===== src/core/fsl_pkg.sv =====
// shared constants and types for the flash security and lockout recovery block
package fsl_pkg;
    // instruction register
    localparam int          IR_W          = 4;
    localparam logic [3:0]  INS_EXTEST    = 4'h0;
    localparam logic [3:0]  INS_SAMPLE    = 4'h1;
    localparam logic [3:0]  INS_IDCODE    = 4'h2;
    localparam logic [3:0]  INS_CORE_DBG  = 4'h7;
    localparam logic [3:0]  INS_LOCKOUT   = 4'h8;
    localparam logic [3:0]  INS_BYPASS    = 4'hf;
    localparam logic [3:0]  IR_RESET      = INS_IDCODE;
    localparam logic [1:0]  IR_CAPTURE    = 2'h1;
    // data registers
    localparam int          DIV_W         = 7;
    localparam int          ID_W          = 32;
    localparam logic [6:0]  DIV_RESET     = 7'h00;
    // unsecure key word and where it lives in program memory
    localparam logic [15:0] KEY_UNSECURE  = 16'h0000;
    localparam logic [23:0] KEY_ADDR      = 24'h007ff7;
    // consecutive tms-high edges that always reach test-logic-reset
    localparam int          TLR_ONES      = 5;

    typedef enum logic [3:0] {
        TAP_TLR    = 4'h0, TAP_RTI    = 4'h1, TAP_SELDR  = 4'h3, TAP_CAPDR  = 4'h2,
        TAP_SHDR   = 4'h6, TAP_EX1DR  = 4'h7, TAP_PAUDR  = 4'h5, TAP_EX2DR  = 4'h4,
        TAP_UPDDR  = 4'hc, TAP_SELIR  = 4'hb, TAP_CAPIR  = 4'ha, TAP_SHIR   = 4'he,
        TAP_EX1IR  = 4'hf, TAP_PAUIR  = 4'hd, TAP_EX2IR  = 4'h9, TAP_UPDIR  = 4'h8
    } fsl_tap_state_type;

    typedef enum logic [1:0] {
        ER_IDLE = 2'h0,
        ER_BUSY = 2'h1,
        ER_DONE = 2'h3
    } fsl_erase_state_type;
endpackage


===== src/core/fsl_tap_if.sv =====
// link between the tap state machine and the instruction and data logic
`timescale 1ns/1ps
`default_nettype none
interface fsl_tap_if;
    import fsl_pkg::*;
    logic              tck;
    logic              tms;
    logic              tck_rise;
    logic              tck_fall;
    fsl_tap_state_type state;
    modport tap  (input tck, input tms, output tck_rise, output tck_fall, output state);
    modport user (output tck, output tms, input tck_rise, input tck_fall, input state);
endinterface
`default_nettype wire


===== src/core/fsl_tap.sv =====
// sixteen-state test access port controller sampled on the system clock
`timescale 1ns/1ps
`default_nettype none
module fsl_tap
    import fsl_pkg::*;
(
    input  wire logic  sys_clk,
    input  wire logic  resetn,
    fsl_tap_if.tap     tp
);
    logic              tck_q;
    fsl_tap_state_type state;
    fsl_tap_state_type next_state;
    logic [2:0]        ones;
    logic [2:0]        next_ones;

    // tck is synchronous to sys_clk, so a plain delayed copy finds its edges
    assign tp.tck_rise = tp.tck & ~tck_q;
    assign tp.tck_fall = ~tp.tck & tck_q;
    assign tp.state    = state;

    // standard state walk, advanced on each tck rising edge
    always_comb begin
        next_state = state;
        next_ones  = ones;
        if (tp.tck_rise) begin
            next_ones = tp.tms ? ((ones == 3'(TLR_ONES)) ? ones : ones + 3'h1) : 3'h0;
            unique case (state)
                TAP_TLR:   next_state = tp.tms ? TAP_TLR   : TAP_RTI;
                TAP_RTI:   next_state = tp.tms ? TAP_SELDR : TAP_RTI;
                TAP_SELDR: next_state = tp.tms ? TAP_SELIR : TAP_CAPDR;
                TAP_CAPDR: next_state = tp.tms ? TAP_EX1DR : TAP_SHDR;
                TAP_SHDR:  next_state = tp.tms ? TAP_EX1DR : TAP_SHDR;
                TAP_EX1DR: next_state = tp.tms ? TAP_UPDDR : TAP_PAUDR;
                TAP_PAUDR: next_state = tp.tms ? TAP_EX2DR : TAP_PAUDR;
                TAP_EX2DR: next_state = tp.tms ? TAP_UPDDR : TAP_SHDR;
                TAP_UPDDR: next_state = tp.tms ? TAP_SELDR : TAP_RTI;
                TAP_SELIR: next_state = tp.tms ? TAP_TLR   : TAP_CAPIR;
                TAP_CAPIR: next_state = tp.tms ? TAP_EX1IR : TAP_SHIR;
                TAP_SHIR:  next_state = tp.tms ? TAP_EX1IR : TAP_SHIR;
                TAP_EX1IR: next_state = tp.tms ? TAP_UPDIR : TAP_PAUIR;
                TAP_PAUIR: next_state = tp.tms ? TAP_EX2IR : TAP_PAUIR;
                TAP_EX2IR: next_state = tp.tms ? TAP_UPDIR : TAP_SHIR;
                TAP_UPDIR: next_state = tp.tms ? TAP_SELDR : TAP_RTI;
            endcase
        end
    end

    // device reset also resets the tap
    always_ff @(posedge sys_clk) begin
        if (!resetn) begin
            tck_q <= 1'b0;
            state <= TAP_TLR;
            ones  <= 3'h0;
        end else begin
            tck_q <= tp.tck;
            state <= next_state;
            ones  <= next_ones;
        end
    end
endmodule
`default_nettype wire


===== src/core/fsl_lockout.sv =====
// flash security gate, jtag instruction and data registers, lockout recovery erase
`timescale 1ns/1ps
`default_nettype none
module fsl_lockout
    import fsl_pkg::*;
#(
    parameter logic [31:0] IDCODE_VALUE = 32'h0000_0001  // arbitrary value
) (
    input  wire logic              sys_clk,
    input  wire logic              resetn,
    input  wire logic              tck,
    input  wire logic              tms,
    input  wire logic              tdi,
    output logic                   tdo,
    output logic                   tdo_oe,
    input  wire logic              flash_cfg_secure,
    input  wire logic [15:0]       flash_key_word,
    output logic [23:0]            flash_key_addr,
    output logic                   secured,
    output logic                   core_dbg_en,
    output logic                   core_dbg_sel,
    input  wire logic              core_dbg_tdo,
    input  wire logic              dbg_flash_req,
    output logic                   dbg_flash_grant,
    output logic                   dbg_flash_reject,
    output logic                   bsr_sel,
    input  wire logic              bsr_tdo,
    output logic                   dr_capture,
    output logic                   dr_shift,
    output logic                   dr_update,
    output logic                   erase_req,
    output logic [DIV_W-1:0]       erase_clk_div,
    input  wire logic              erase_done,
    output logic                   prot_clear,
    output logic                   recovery_done
);
    fsl_tap_if tp ();

    assign tp.tck = tck;
    assign tp.tms = tms;

    fsl_tap u_tap (
        .sys_clk (sys_clk),
        .resetn  (resetn),
        .tp      (tp)
    );

    logic [IR_W-1:0]     ir;
    logic [IR_W-1:0]     next_ir;
    logic [IR_W-1:0]     ir_sh;
    logic [IR_W-1:0]     next_ir_sh;
    logic [ID_W-1:0]     dr_sh;
    logic [ID_W-1:0]     next_dr_sh;
    logic [DIV_W-1:0]    div;
    logic [DIV_W-1:0]    next_div;
    logic                div_loaded;
    logic                next_div_loaded;
    logic                next_tdo;
    logic                next_tdo_oe;
    logic                rise;
    fsl_tap_state_type   st;
    fsl_tap_state_type   st_q;

    assign rise = tp.tck_rise;
    assign st   = tp.state;

    // instruction path; tlr forces idcode so id is readable straight after boot
    always_comb begin
        next_ir    = ir;
        next_ir_sh = ir_sh;
        if (st == TAP_TLR) begin
            next_ir = IR_RESET;
        end else if (rise) begin
            if (st == TAP_CAPIR) begin
                next_ir_sh = {{(IR_W-2){1'b0}}, IR_CAPTURE};
            end else if (st == TAP_SHIR) begin
                next_ir_sh = {tdi, ir_sh[IR_W-1:1]};
            end else if (st == TAP_UPDIR) begin
                next_ir = ir_sh;
            end
        end
    end

    // data path; each instruction selects its own chain length
    always_comb begin
        next_dr_sh      = dr_sh;
        next_div        = div;
        next_div_loaded = div_loaded;
        if (st == TAP_TLR || (rise && st == TAP_UPDIR)) begin
            next_div_loaded = 1'b0;
        end
        if (rise && st == TAP_CAPDR) begin
            unique case (ir)
                INS_IDCODE:  next_dr_sh = IDCODE_VALUE;
                INS_LOCKOUT: next_dr_sh = {{(ID_W-DIV_W){1'b0}}, div};
                default:     next_dr_sh = '0;
            endcase
        end else if (rise && st == TAP_SHDR) begin
            unique case (ir)
                INS_IDCODE:  next_dr_sh = {tdi, dr_sh[ID_W-1:1]};
                INS_LOCKOUT: next_dr_sh = {{(ID_W-DIV_W){1'b0}}, tdi, dr_sh[DIV_W-1:1]};
                default:     next_dr_sh = {{(ID_W-1){1'b0}}, tdi};
            endcase
        end else if (rise && st == TAP_UPDDR && ir == INS_LOCKOUT) begin
            next_div        = dr_sh[DIV_W-1:0];
            next_div_loaded = 1'b1;
        end
    end

    // boundary scan and core debug chains are external and share the strobes
    assign bsr_sel      = (ir == INS_EXTEST) || (ir == INS_SAMPLE);
    assign core_dbg_sel = (ir == INS_CORE_DBG) && !secured;
    assign dr_capture   = rise && st == TAP_CAPDR;
    assign dr_shift     = rise && st == TAP_SHDR;
    assign dr_update    = rise && st == TAP_UPDDR;

    // tdo changes on the falling tck edge so the host samples a settled bit
    always_comb begin
        next_tdo    = tdo;
        next_tdo_oe = tdo_oe;
        if (tp.tck_fall) begin
            next_tdo_oe = (st == TAP_SHIR) || (st == TAP_SHDR);
            if (st == TAP_SHIR) begin
                next_tdo = ir_sh[0];
            end else if (st == TAP_SHDR) begin
                next_tdo = core_dbg_sel ? core_dbg_tdo : (bsr_sel ? bsr_tdo : dr_sh[0]);
            end
        end
    end

    always_ff @(posedge sys_clk) begin
        if (!resetn) begin
            ir         <= IR_RESET;
            ir_sh      <= '0;
            dr_sh      <= '0;
            div        <= DIV_RESET;
            div_loaded <= 1'b0;
            tdo        <= 1'b0;
            tdo_oe     <= 1'b0;
            st_q       <= TAP_TLR;
        end else begin
            ir         <= next_ir;
            ir_sh      <= next_ir_sh;
            dr_sh      <= next_dr_sh;
            div        <= next_div;
            div_loaded <= next_div_loaded;
            tdo        <= next_tdo;
            tdo_oe     <= next_tdo_oe;
            st_q       <= st;
        end
    end

    // lockout erase sequencer
    fsl_erase_state_type er;
    fsl_erase_state_type next_er;
    logic                start;
    logic                next_prot_clear;

    // only the entry into idle starts it, so lingering in idle cannot retrigger
    assign start = (st == TAP_RTI) && (st_q != TAP_RTI)
                   && (ir == INS_LOCKOUT) && div_loaded;

    always_comb begin
        next_er         = er;
        next_prot_clear = 1'b0;
        unique case (er)
            ER_IDLE: if (start) next_er = ER_BUSY;
            // flash erase cannot be cut short, so leaving idle does not abort
            ER_BUSY: if (erase_done) begin
                next_er         = ER_DONE;
                next_prot_clear = 1'b1;
            end
            ER_DONE: next_er = ER_DONE;
            default: next_er = ER_IDLE;
        endcase
    end

    always_ff @(posedge sys_clk) begin
        if (!resetn) begin
            er         <= ER_IDLE;
            prot_clear <= 1'b0;
        end else begin
            er         <= next_er;
            prot_clear <= next_prot_clear;
        end
    end

    assign erase_req     = (er == ER_BUSY);
    assign erase_clk_div = div;
    assign recovery_done = (er == ER_DONE);

    // security state is caught on the first edge after reset release and then frozen
    logic cap_done;
    logic next_cap_done;
    logic next_secured;

    assign flash_key_addr = KEY_ADDR;

    always_comb begin
        next_cap_done = 1'b1;
        next_secured  = secured;
        if (!cap_done) begin
            next_secured = flash_cfg_secure && (flash_key_word != KEY_UNSECURE);
        end
    end

    // secured from reset so nothing leaks before the flash state is known
    always_ff @(posedge sys_clk) begin
        if (!resetn) begin
            cap_done <= 1'b0;
            secured  <= 1'b1;
        end else begin
            cap_done <= next_cap_done;
            secured  <= next_secured;
        end
    end

    // core debug gate; program execution is not touched by this block
    assign core_dbg_en      = !secured;
    assign dbg_flash_grant  = dbg_flash_req && !secured;
    assign dbg_flash_reject = dbg_flash_req && secured;
endmodule
`default_nettype wire


===== config.mk =====
export PLATFORM = sky130hd
export DESIGN_NAME = fsl_lockout
export DESIGN_NICKNAME = d
export VERILOG_FILES = /design/src/core/fsl_pkg.sv /design/src/core/fsl_tap_if.sv /design/src/core/fsl_tap.sv /design/src/core/fsl_lockout.sv
export SDC_FILE = /design/constraint.sdc
export NUM_CORES = 1
export LEC_CHECK = 0
export BUFFER_PORTS_ARGS = -buffer_cell sky130_fd_sc_hd__buf_2
export CAP_MARGIN = 30
export CORE_ASPECT_RATIO = 1.4
export CORE_UTILIZATION = 35
export CTS_CLUSTER_SIZE = 24
export DETAILED_ROUTE_END_ITERATION = 7
export PLACE_DENSITY = 0.65
export SYNTH_ARGS = -nofsm -noshare
export SYNTH_HDL_FRONTEND = slang
export SYNTH_SLANG_ARGS = --single-unit
export TNS_END_PERCENT = 100

===== constraint.sdc =====
create_clock -name sys_clk -period 1.45 [get_ports sys_clk]
set_clock_uncertainty 0.05 [all_clocks]
set_input_delay 0.0725 -clock sys_clk [delete_from_list [all_inputs] [get_ports sys_clk]]
set_output_delay 0.0725 -clock sys_clk [all_outputs]
set_load 0.05 [all_outputs]

# Yosys cells after proc, flatten, opt, wreduce, memory -nomap -nowiden

Cells that the tools add are included.

Register bits after elaboration: 64
Input bits: 26

Eq/ne operators: 24
Multiplexer cells: 32
Bitwise operators: 10
Reductions and logical operators: 33

Operator list:

| operator                                                                | count |
|---|---|
| 32-bit 2-to-1 mux                                                       | 2 |
| 32-bit one-hot mux with 2 select lines                                  | 1 |
| 4-bit one-hot mux with 12 select lines                                  | 1 |
| 4-bit == test, second input constant                                    | 9 |
| 4-bit 2-to-1 mux                                                        | 6 |
| 4-bit by 3-bit == test with 1-bit output, second input constant         | 5 |
| 16-bit nonzero test                                                     | 1 |
| 1-bit 2-to-1 mux                                                        | 14 |
| 7-bit one-hot mux with 2 select lines                                   | 1 |
| 4-bit by 2-bit == test with 1-bit output, second input constant         | 3 |
| 1-bit logical AND                                                       | 12 |
| 3-bit 2-to-1 mux                                                        | 3 |
| 4-bit by 1-bit == test with 1-bit output, second input constant         | 2 |
| 4-bit zero test                                                         | 2 |
| 1-bit NOT                                                               | 8 |
| 2-bit 2-to-1 mux                                                        | 3 |
| 2-bit one-hot mux with 3 select lines                                   | 1 |
| 2-bit AND reduction                                                     | 3 |
| 3-bit AND reduction                                                     | 2 |
| 2-bit nonzero test                                                      | 3 |
| 2-bit OR reduction                                                      | 3 |
| 4-bit by 1-bit inequality test with 1-bit output, second input constant | 1 |
| 4-bit AND reduction                                                     | 1 |
| 1-bit logical OR                                                        | 3 |
| 8 further kinds                                                         | 9 |

# Depth between registers and ports, before layout

Gate-level depths: netlist (run 1).

Depth after elaboration: 8
Depth in mapped cells: 6

# Cells and area by module

Synthesis (run 1) repeated with hierarchy kept, for this count alone.

Cells, all modules: 326
Area total of the unflattened synthesis: 2836.5 um2

Modules (own cells, without submodules):

| module      | times used | cells each | area an instance (um2) | sequential area each (um2) |
|---|---|---|---|---|
| fsl_lockout | 1          | 281        | 2506.2                 | 1181.1 |
| fsl_tap     | 1          | 45         | 330.3                  | 100.1 |

# Worst setup path after synthesis (run 1)

Ideal clock, no wire load.

Kind: reg2reg
Start point: register ir[3]
End point: register tdo
Library setup time: 0.074 ns
Arrival time: 2.142 ns
Setup slack: -0.816 ns
Cell stages (with the launch flop): 5
Buffers on the path: 0
Cells stage by stage: dfxtp_1 > nor3_1 > mux2i_1 > a211o_1 > a31oi_1

Longest elaborated chain between the ends: 6

Ends and longest elaborated chain:

| what                                                                               | line               | source |
|---|---|---|
| start: declaration                                                                 | fsl_lockout.sv:48  | `logic [IR_W-1:0] ir;` |
| start signal: assignment                                                           | fsl_lockout.sv:142 | `ir <= next_ir;` |
| 4-bit by 1-bit == test with 1-bit output / 4-bit zero test (equally long branches) | fsl_lockout.sv:111 | `assign bsr_sel = (ir == INS_EXTEST) \|\| (ir == INS_SAMPLE);` |
| 1-bit logical OR *                                                                 | fsl_lockout.sv:111 |  |
| net bsr_sel                                                                        | fsl_lockout.sv:26  | `output logic bsr_sel,` |
| 1-bit 2-to-1 mux * (2 in a row)                                                    | fsl_lockout.sv:126 | `next_tdo = core_dbg_sel ? core_dbg_tdo : (bsr_sel ? bsr_tdo : dr_sh[0]);` |
| 1-bit 2-to-1 mux *                                                                 | fsl_lockout.sv:125 | `end else if (st == TAP_SHDR) begin` |
| 1-bit 2-to-1 mux *                                                                 | fsl_lockout.sv:123 | `if (st == TAP_SHIR) begin` |
| end signal: assignment                                                             | fsl_lockout.sv:147 | `tdo <= next_tdo;` |
| end: declaration                                                                   | fsl_lockout.sv:14  | `output logic tdo,` |

Mark *: on every way through the listed nets, which the timed path passes. The rest lies on a longest branch. The select of a mux whose other input is x is not followed.
A chain may end at the register's enable or synchronous reset.

# Worst setup path in the final report (run 1)

Start point: register u_tap.tck_q
End point: register dr_sh[22]

Longest elaborated chain between the ends: 4

Ends and longest elaborated chain:

| what                                                           | line                                 | source |
|---|---|---|
| start: declaration                                             | fsl_tap.sv:11                        | `logic tck_q;` |
| start signal: assignment                                       | fsl_tap.sv:56                        | `tck_q <= tp.tck;` |
| 1-bit NOT *                                                    | fsl_tap.sv:18                        | `assign tp.tck_rise = tp.tck & ~tck_q;` |
| 1-bit AND *                                                    | fsl_tap.sv:18                        |  |
| 1-bit logical AND (on tied branches)                           | fsl_lockout.sv:92, fsl_lockout.sv:98 |  |
| 32-bit 2-to-1 mux / 2-bit nonzero test (equally long branches) | -                                    |  |
| end signal: assignment                                         | fsl_lockout.sv:144                   | `dr_sh <= next_dr_sh;` |
| end: declaration                                               | fsl_lockout.sv:52                    | `logic [ID_W-1:0] dr_sh;` |

Every way passes the cells marked *; elsewhere a longest branch is shown, timed or not.

==> results.yml, run 1 <==
floorplan:
  floorplan.die_area_um2: 8510
  coreArea_um2: 7800
  die_h_um: 109
  ioPinCount: 71
  dieWidth_um: 78.3
  placement_rows: 38
  floorplan.initialDensity_pct: 36.5
critical_path:
  worst-path-max-fanout: 12
  cp_data_required_time_ns: 1.67
  worstPathArrival_ns: 1.85
  critPathCaptureType: "register"
  path_class: "register to register"
  critPathLaunchType: "register"
clocking:
  cts_sinks: 64
  clk_root_buffer_cell: "sky130_fd_sc_hd__clkbuf_8"
  ctsLongestPathBuffers: 2
  number_of_buffers_inserted_during_clock_tree_synthesis: 9
  cts_tree: "yes"
  clk_transition_reported_paths_ns: 0.08
  worst_skew_pair.late_latency_ns: 0.35
  htree_levels: 3
power_and_ir_drop:
  power.static_leakage_nw: 1.74
  power_density_nw_per_um2: 937
  vdd.ir_drop.worst_uv: 970
drt:
  firstDrtPassIters: 4
  drt-total-wl_um: 6970
  drtIter0Drc: 130
  drc_violation_count_after_routing: 0
  detailed_route_vias_per_instance: 5.03
  routed-via-count: 2619
  wl_per_cell_um: 13.4
  postRouteAntennaNets: 0
yosys:
  synth_top_family_by_area: "simple AND/OR/NAND/NOR gates"
  synth-seq-area-share_pct: 45.0
  synth-async-reset-ratio_pct: 0
  yosysUniqueCellTypes: 53
  ys.flop_type: "sky130_fd_sc_hd__dfxtp_1"
  synthMuxAreaShare_pct: 3.21
  netlist_instances: 322
  synth-edff-count: 0
  post_synth_fa_ha_maj_area_fraction_pct: 0
  synth-warning-count: 0
  synth_area_leaders: "sky130_fd_sc_hd__dfxtp_1, sky130_fd_sc_hd__a22oi_1, sky130_fd_sc_hd__nor2_1"
  yosys_register_bits: 64
  synthDominantCellAreaShare_pct: 45.0
  netlist_area_um2: 2850
  synth_compound_area_share_pct: 17.3
  post_synth_and_or_nand_nor_area_fraction_pct: 23.4
  synth_xor_area_share_pct: 0.307
  synth_area_leader_cell: "sky130_fd_sc_hd__dfxtp_1"
  postSynthAreaPerCell_um2: 8.85
place:
  globalplace.congestion: 0.813
  placement.io_buffers: 46
  dp_cells: 485
  post-dp-hpwl_um: 4510
cells_and_area:
  antenna_fix_cells: 0
  fraction_of_layout_instances_using_a_drive_strength_above_1_pct: 39.7
  num-nets-final: 443
  finish.utilization_pct: 52.5
  syn_to_final_growth_pct: 43.7
  layout.cells.non_filler: 521
worst_hold_path:
  worst_hold_path_type: "primary input to register"
timing:
  timing.final.hold_violations: 0
  setup_violations: 52
  setup_ws_ns: -0.181
  layout_worst_path_cycle_share_pct: 113
  fmaxAchievable_mhz: 613
  grt_setup_unrepaired: "true"
  layout_min_cycle_time_ns: 1.63
  number_of_pins_with_negative_max_slew_slack_in_the_final_report: 0
global_route:
  global_route.usage.met3_pct: 4.52
  globalRouteTotalUtil_pct: 17.1
  vias_in_the_first_global_route: 2489
  grt_most_used_layer: "met2"
  grt_util_met1_pct: 19.1
  pin_count_of_the_biggest_net_entering_global_routing: 31
  antenna_found_initial: 0
  globalRouteMet2Util_pct: 29.9
  grt_overflow: 0
  grt_pass1_wl_um: 11200
outcome:
  result_of_the_run: "finished with violations"
  violations: "negative setup slack"
run:
  max-cap-violations: 0
## path summary, 6_finish.rpt
| check | from | to | slack (ns) | cells after the start |
|---|---|---|---|---|
| max | u_tap.tck_q | dr_sh[22] | -0.18 | 8 |
| min | flash_key_word[8] | secured | 0.09 | 5 |
| max reg2reg | u_tap.tck_q | dr_sh[22] | -0.18 | 8 |
| min reg2reg | ir_sh[0] | ir[0] | 0.42 | 2 |
## cells in the mapped netlist (2+ instances only)
cell type and n:
sky130_fd_sc_hd__a21oi_1 8, sky130_fd_sc_hd__and2_1 7, sky130_fd_sc_hd__dfxtp_1 64, sky130_fd_sc_hd__conb_1 2, sky130_fd_sc_hd__buf_2 6, sky130_fd_sc_hd__buf_4 25, sky130_fd_sc_hd__a221oi_1 5, sky130_fd_sc_hd__nand3_1 4
sky130_fd_sc_hd__buf_6 2, sky130_fd_sc_hd__nor2_1 54, sky130_fd_sc_hd__a31oi_1 5, sky130_fd_sc_hd__o31ai_1 2, sky130_fd_sc_hd__nor2b_1 9, sky130_fd_sc_hd__nor4_1 7, sky130_fd_sc_hd__a211o_1 2, sky130_fd_sc_hd__nand2_1 15
sky130_fd_sc_hd__nor3_1 7, sky130_fd_sc_hd__clkbuf_1 10, sky130_fd_sc_hd__o21ai_0 8, sky130_fd_sc_hd__mux2i_1 8, sky130_fd_sc_hd__inv_1 6, sky130_fd_sc_hd__a211oi_1 2, sky130_fd_sc_hd__nand2b_1 4, sky130_fd_sc_hd__a22oi_1 29
sky130_fd_sc_hd__nor3b_1 3
## cells in the final DEF (no fill, tap or decap), types with 5 or more instances in the layout
cell,instances
sky130_fd_sc_hd__nor2_1,51
sky130_fd_sc_hd__nor3_1,6
sky130_fd_sc_hd__a22oi_1,20
sky130_fd_sc_hd__mux2i_1,8
sky130_fd_sc_hd__dfxtp_2,7
sky130_fd_sc_hd__buf_4,38
sky130_fd_sc_hd__inv_1,5
sky130_fd_sc_hd__nor4_1,5
sky130_fd_sc_hd__o21ai_0,7
sky130_fd_sc_hd__a21oi_1,8
sky130_fd_sc_hd__buf_6,13
sky130_fd_sc_hd__and2_1,6
sky130_fd_sc_hd__dfxtp_1,55
sky130_fd_sc_hd__nand2_1,12
sky130_fd_sc_hd__dlygate4sd3_1,5
sky130_fd_sc_hd__nor2b_1,7
sky130_fd_sc_hd__conb_1,24
sky130_fd_sc_hd__a22oi_2,9
sky130_fd_sc_hd__clkbuf_8,11
sky130_fd_sc_hd__a31oi_1,5
sky130_fd_sc_hd__buf_2,41
## worst max-delay path, cell delays in order (launching register included)
cell,delay (ns)
sky130_fd_sc_hd__dfxtp_2,0.33
sky130_fd_sc_hd__nand4bb_4,0.22
sky130_fd_sc_hd__buf_4,0.16
sky130_fd_sc_hd__buf_12,0.11
sky130_fd_sc_hd__nor4_4,0.18
sky130_fd_sc_hd__buf_4,0.18
sky130_fd_sc_hd__clkbuf_16,0.17
sky130_fd_sc_hd__a22oi_2,0.05
sky130_fd_sc_hd__nor2_1,0.11
## report_power, final
part / switching, W / internal (W) / total, W
registers: 0.00000742 / 0.00176 / 0.00177
logic: 0.000257 / 0.0000969 / 0.000354
clock network: 0.000660 / 0.00105 / 0.00171
total: 0.000925 / 0.00291 / 0.00384
## layout make-up
cell class                      count  area [um^2]
Clock buffer                       12          155
Clock inverter                      3         65.1
Inverter                            6         22.5
Multi-Input combinational cell    231         1590
Tap cell                          100          125
Fill cell                         700         3700
Timing Repair Buffer              105          837
Sequential cell                    64         1300
## registers in the layout, summed over array words and instances (netlist names)
signal and flops:
dr_sh 32, erase_clk_div 7, ir 4, ir_sh 4, st_q 4, u_tap.tp.state 4
er 2, cap_done 1, div_loaded 1, prot_clear 1, secured 1, tdo 1
tdo_oe 1, u_tap.tck_q 1
## per-layer routing
metal | vias to the layer above | wire length, um | share of wire [%]
met2 | 83 | 3540 | 51
met1 | 1232 | 2890 | 41
met3 | 15 | 384 | 5.5
li1 | 1289 | - | -
met4 | 0 | 161 | 2.3
met5 | - | 0 | 0
## logic make-up after synthesis
kind of cell,count (synthesis)
buf+inv,49
xor+xnor,1
simple gates,127
flops,64
mux,9
other cells,2
compound gates,70
## per-stage QoR
| step | worst slack [ns] | instance area (um^2) | hold WS (ns) | setup TNS, ns | power (W) |
|---|---|---|---|---|---|
| CTS | -0.215 | 3930 | 0.0714 | -6.80 | 0.00387 |
| global placement | -0.0993 | 3440 | 0.244 | -1.09 | 0.00214 |
| finish | -0.181 | 4100 | 0.0908 | -6.57 | 0.00384 |
| global route | -0.244 | 4100 | 0.115 | -10.19 | 0.00398 |
| detailed placement | -0.139 | 3440 | 0.258 | -1.96 | 0.00214 |
| floorplan | -0.0826 | 3050 | 0.0502 | -1.71 | 0.00211 |
## repair_timing
action                     in CTS  in global routing
hold endpoints to repair        6                  0
gates resized for setup        42                 23
pin swaps                      10                 10
buffers inserted                9                  6
gates cloned                    1                  1
hold buffers                    5                  0
setup endpoints to repair      45                 57
No activity file was read; power rests on OpenSTA's default activity.
==> run 2: changes to the inputs <==
--- a/config.mk
+++ b/config.mk
@@ -9,6 +9,7 @@
 export CAP_MARGIN = 30
 export CORE_ASPECT_RATIO = 1.4
 export CORE_UTILIZATION = 35
+export CTS_BUF_LIST = sky130_fd_sc_hd__clkbuf_16
 export CTS_CLUSTER_SIZE = 24
 export DETAILED_ROUTE_END_ITERATION = 7
 export PLACE_DENSITY = 0.65
==> results.yml, run 2 (synthesized netlist as in run 1, its figures left out) <==
place:
  post-dp-hpwl_um: 4510
  worst_slack_placed_ns: -0.139
  placement.io_buffers: 46
  dp_cells: 485
  globalplace.congestion: 0.813
global_route:
  grt_pass1_wl_um: 11100
  globalRouteTotalUtil_pct: 17.1
  antenna_found_initial: 0
  grt_overflow: 0
  pin_count_of_the_biggest_net_entering_global_routing: 31
  vias_in_the_first_global_route: 2450
power_and_ir_drop:
  power_density_nw_per_um2: 1040
  power.static_leakage_nw: 1.73
  vdd.ir_drop.worst_uv: 771
floorplan:
  coreArea_um2: 7800
  die_h_um: 109
  floorplan.die_area_um2: 8510
  placement_rows: 38
  dieWidth_um: 78.3
  floorplan.initialDensity_pct: 36.5
  ioPinCount: 71
clocking:
  cts_tree: "yes"
  clk_transition_reported_paths_ns: 0.05
  htree_levels: 3
  cts_sinks: 64
  number_of_buffers_inserted_during_clock_tree_synthesis: 9
  clk_root_buffer_cell: "sky130_fd_sc_hd__clkbuf_16"
  ctsLongestPathBuffers: 2
  worst_skew_pair.late_latency_ns: 0.33
run:
  max-cap-violations: 0
drt:
  postRouteAntennaNets: 0
  wl_per_cell_um: 13.6
  drt-total-wl_um: 7070
  routed-via-count: 2623
  drtIter0Drc: 139
  drc_violation_count_after_routing: 0
  detailed_route_vias_per_instance: 5.06
  firstDrtPassIters: 4
cells_and_area:
  largest_reg_flops: 32
  highest_count_cells_in_the_layout_ignoring_fill_and_taps: "sky130_fd_sc_hd__dfxtp_1, sky130_fd_sc_hd__nor2_1, sky130_fd_sc_hd__buf_2, sky130_fd_sc_hd__buf_4, sky130_fd_sc_hd__conb_1"
  max_flop_register: "dr_sh"
  layout.cells.non_filler: 518
  antenna_fix_cells: 0
  multiInputGateArea_um2: 1580
  layout.cells.most_common: "sky130_fd_sc_hd__dfxtp_1"
  n_fill_cell: 689
  syn_to_final_growth_pct: 45.4
  sequential_cell_area_um2: 1300
  num-nets-final: 440
  fraction_of_layout_instances_using_a_drive_strength_above_1_pct: 40.0
timing:
  number_of_pins_with_negative_max_slew_slack_in_the_final_report: 0
  grt_setup_unrepaired: "true"
  setup_violations: 42
  layout_min_cycle_time_ns: 1.61
  layout_worst_path_cycle_share_pct: 111
  setup_ws_ns: -0.164
  fin_hold_ws_ns: 0.0266
  timing.final.hold_violations: 0
  fmaxAchievable_mhz: 619
critical_path:
  worst-path-max-fanout: 3
  critPathBufInv: 2
  crit_family: "simple AND/OR/NAND/NOR gates"
  crit_slowest_cell: "sky130_fd_sc_hd__dfxtp_2"
  cp_data_required_time_ns: 1.33
  timing.critical_path.slowest_cell_delay_ns: 0.32
  critPathLaunchType: "register"
  critPathCaptureType: "primary output"
  critical_path.cell_chain: "nand4bb_4 -> or2_4 -> buf_6 -> nor2_4 -> buf_8"
  path_class: "register to primary output"
  worstPathArrival_ns: 1.49
outcome:
  violations: "negative setup slack"
  result_of_the_run: "finished with violations"
worst_hold_path:
  worst_hold_path_type: "primary input to register"
run 2: routing by layer:
layer	GRT usage, %	share of wire, %	vias up
li1	-	-	1284
met3	4.18	4.4	13
met5	0	0	-
met2	29.9	53	77
met1	19.1	41	1249
met4	8.99	1.9	0
run 2: timing repair:
action | 4_1_cts | 5_1_grt
cloned | 1 | 3
pin swaps | 6 | 21
endpoints found under the hold margin | 4 | 0
setup buffers | 8 | 5
gates resized for setup | 34 | 29
endpoints found under the setup margin | 42 | 55
hold buffers | 3 | 0
run 2: final cells by class:
cell class                      count  share of cell area, %
Sequential cell                    64                   31.4
Multi-Input combinational cell    231                   38.2
Clock buffer                        9                   5.44
Clock inverter                      6                   1.84
Timing Repair Buffer              102                   19.6
Tap cell                          100                   3.02
Inverter                            6                  0.544
run 2: power by group:
group	internal, W	total (W)	switching, W
sequential	0.00177	0.00177	0.00000633
clock	0.00147	0.00221	0.000736
combinational	0.0000890	0.000342	0.000253
run 2: through the flow:
step	setup TNS (ns)	power, W	instance area [um^2]	util, %
2_1_floorplan	-1.71	0.00211	3050	-
3_3_place_gp	-1.09	0.00214	3440	44.1
3_5_place_dp	-1.96	0.00214	3440	44.1
4_1_cts	-5.83	0.00435	3950	50.7
5_1_grt	-7.17	0.00446	4140	53.1
6_report	-3.18	0.00432	4140	53.1
run 2: path summary, 6_finish.rpt:
kind | from | to | slack [ns] | depth (start not counted)
min reg2reg | ir_sh[0] | ir[0] | 0.43 | 2
max | u_tap.tp.state[0] | dr_capture | -0.16 | 5
max reg2reg | u_tap.tp.state[0] | dr_sh[5] | -0.12 | 5
min | tck | u_tap.tck_q | 0.03 | 2
run 2: worst register-to-register path, delay by kind of cell (launching register included):
kind,cells,cell delay (ns)
simple gates,3,0.55
flops,1,0.32
compound gates,1,0.28
buf+inv,1,0.25
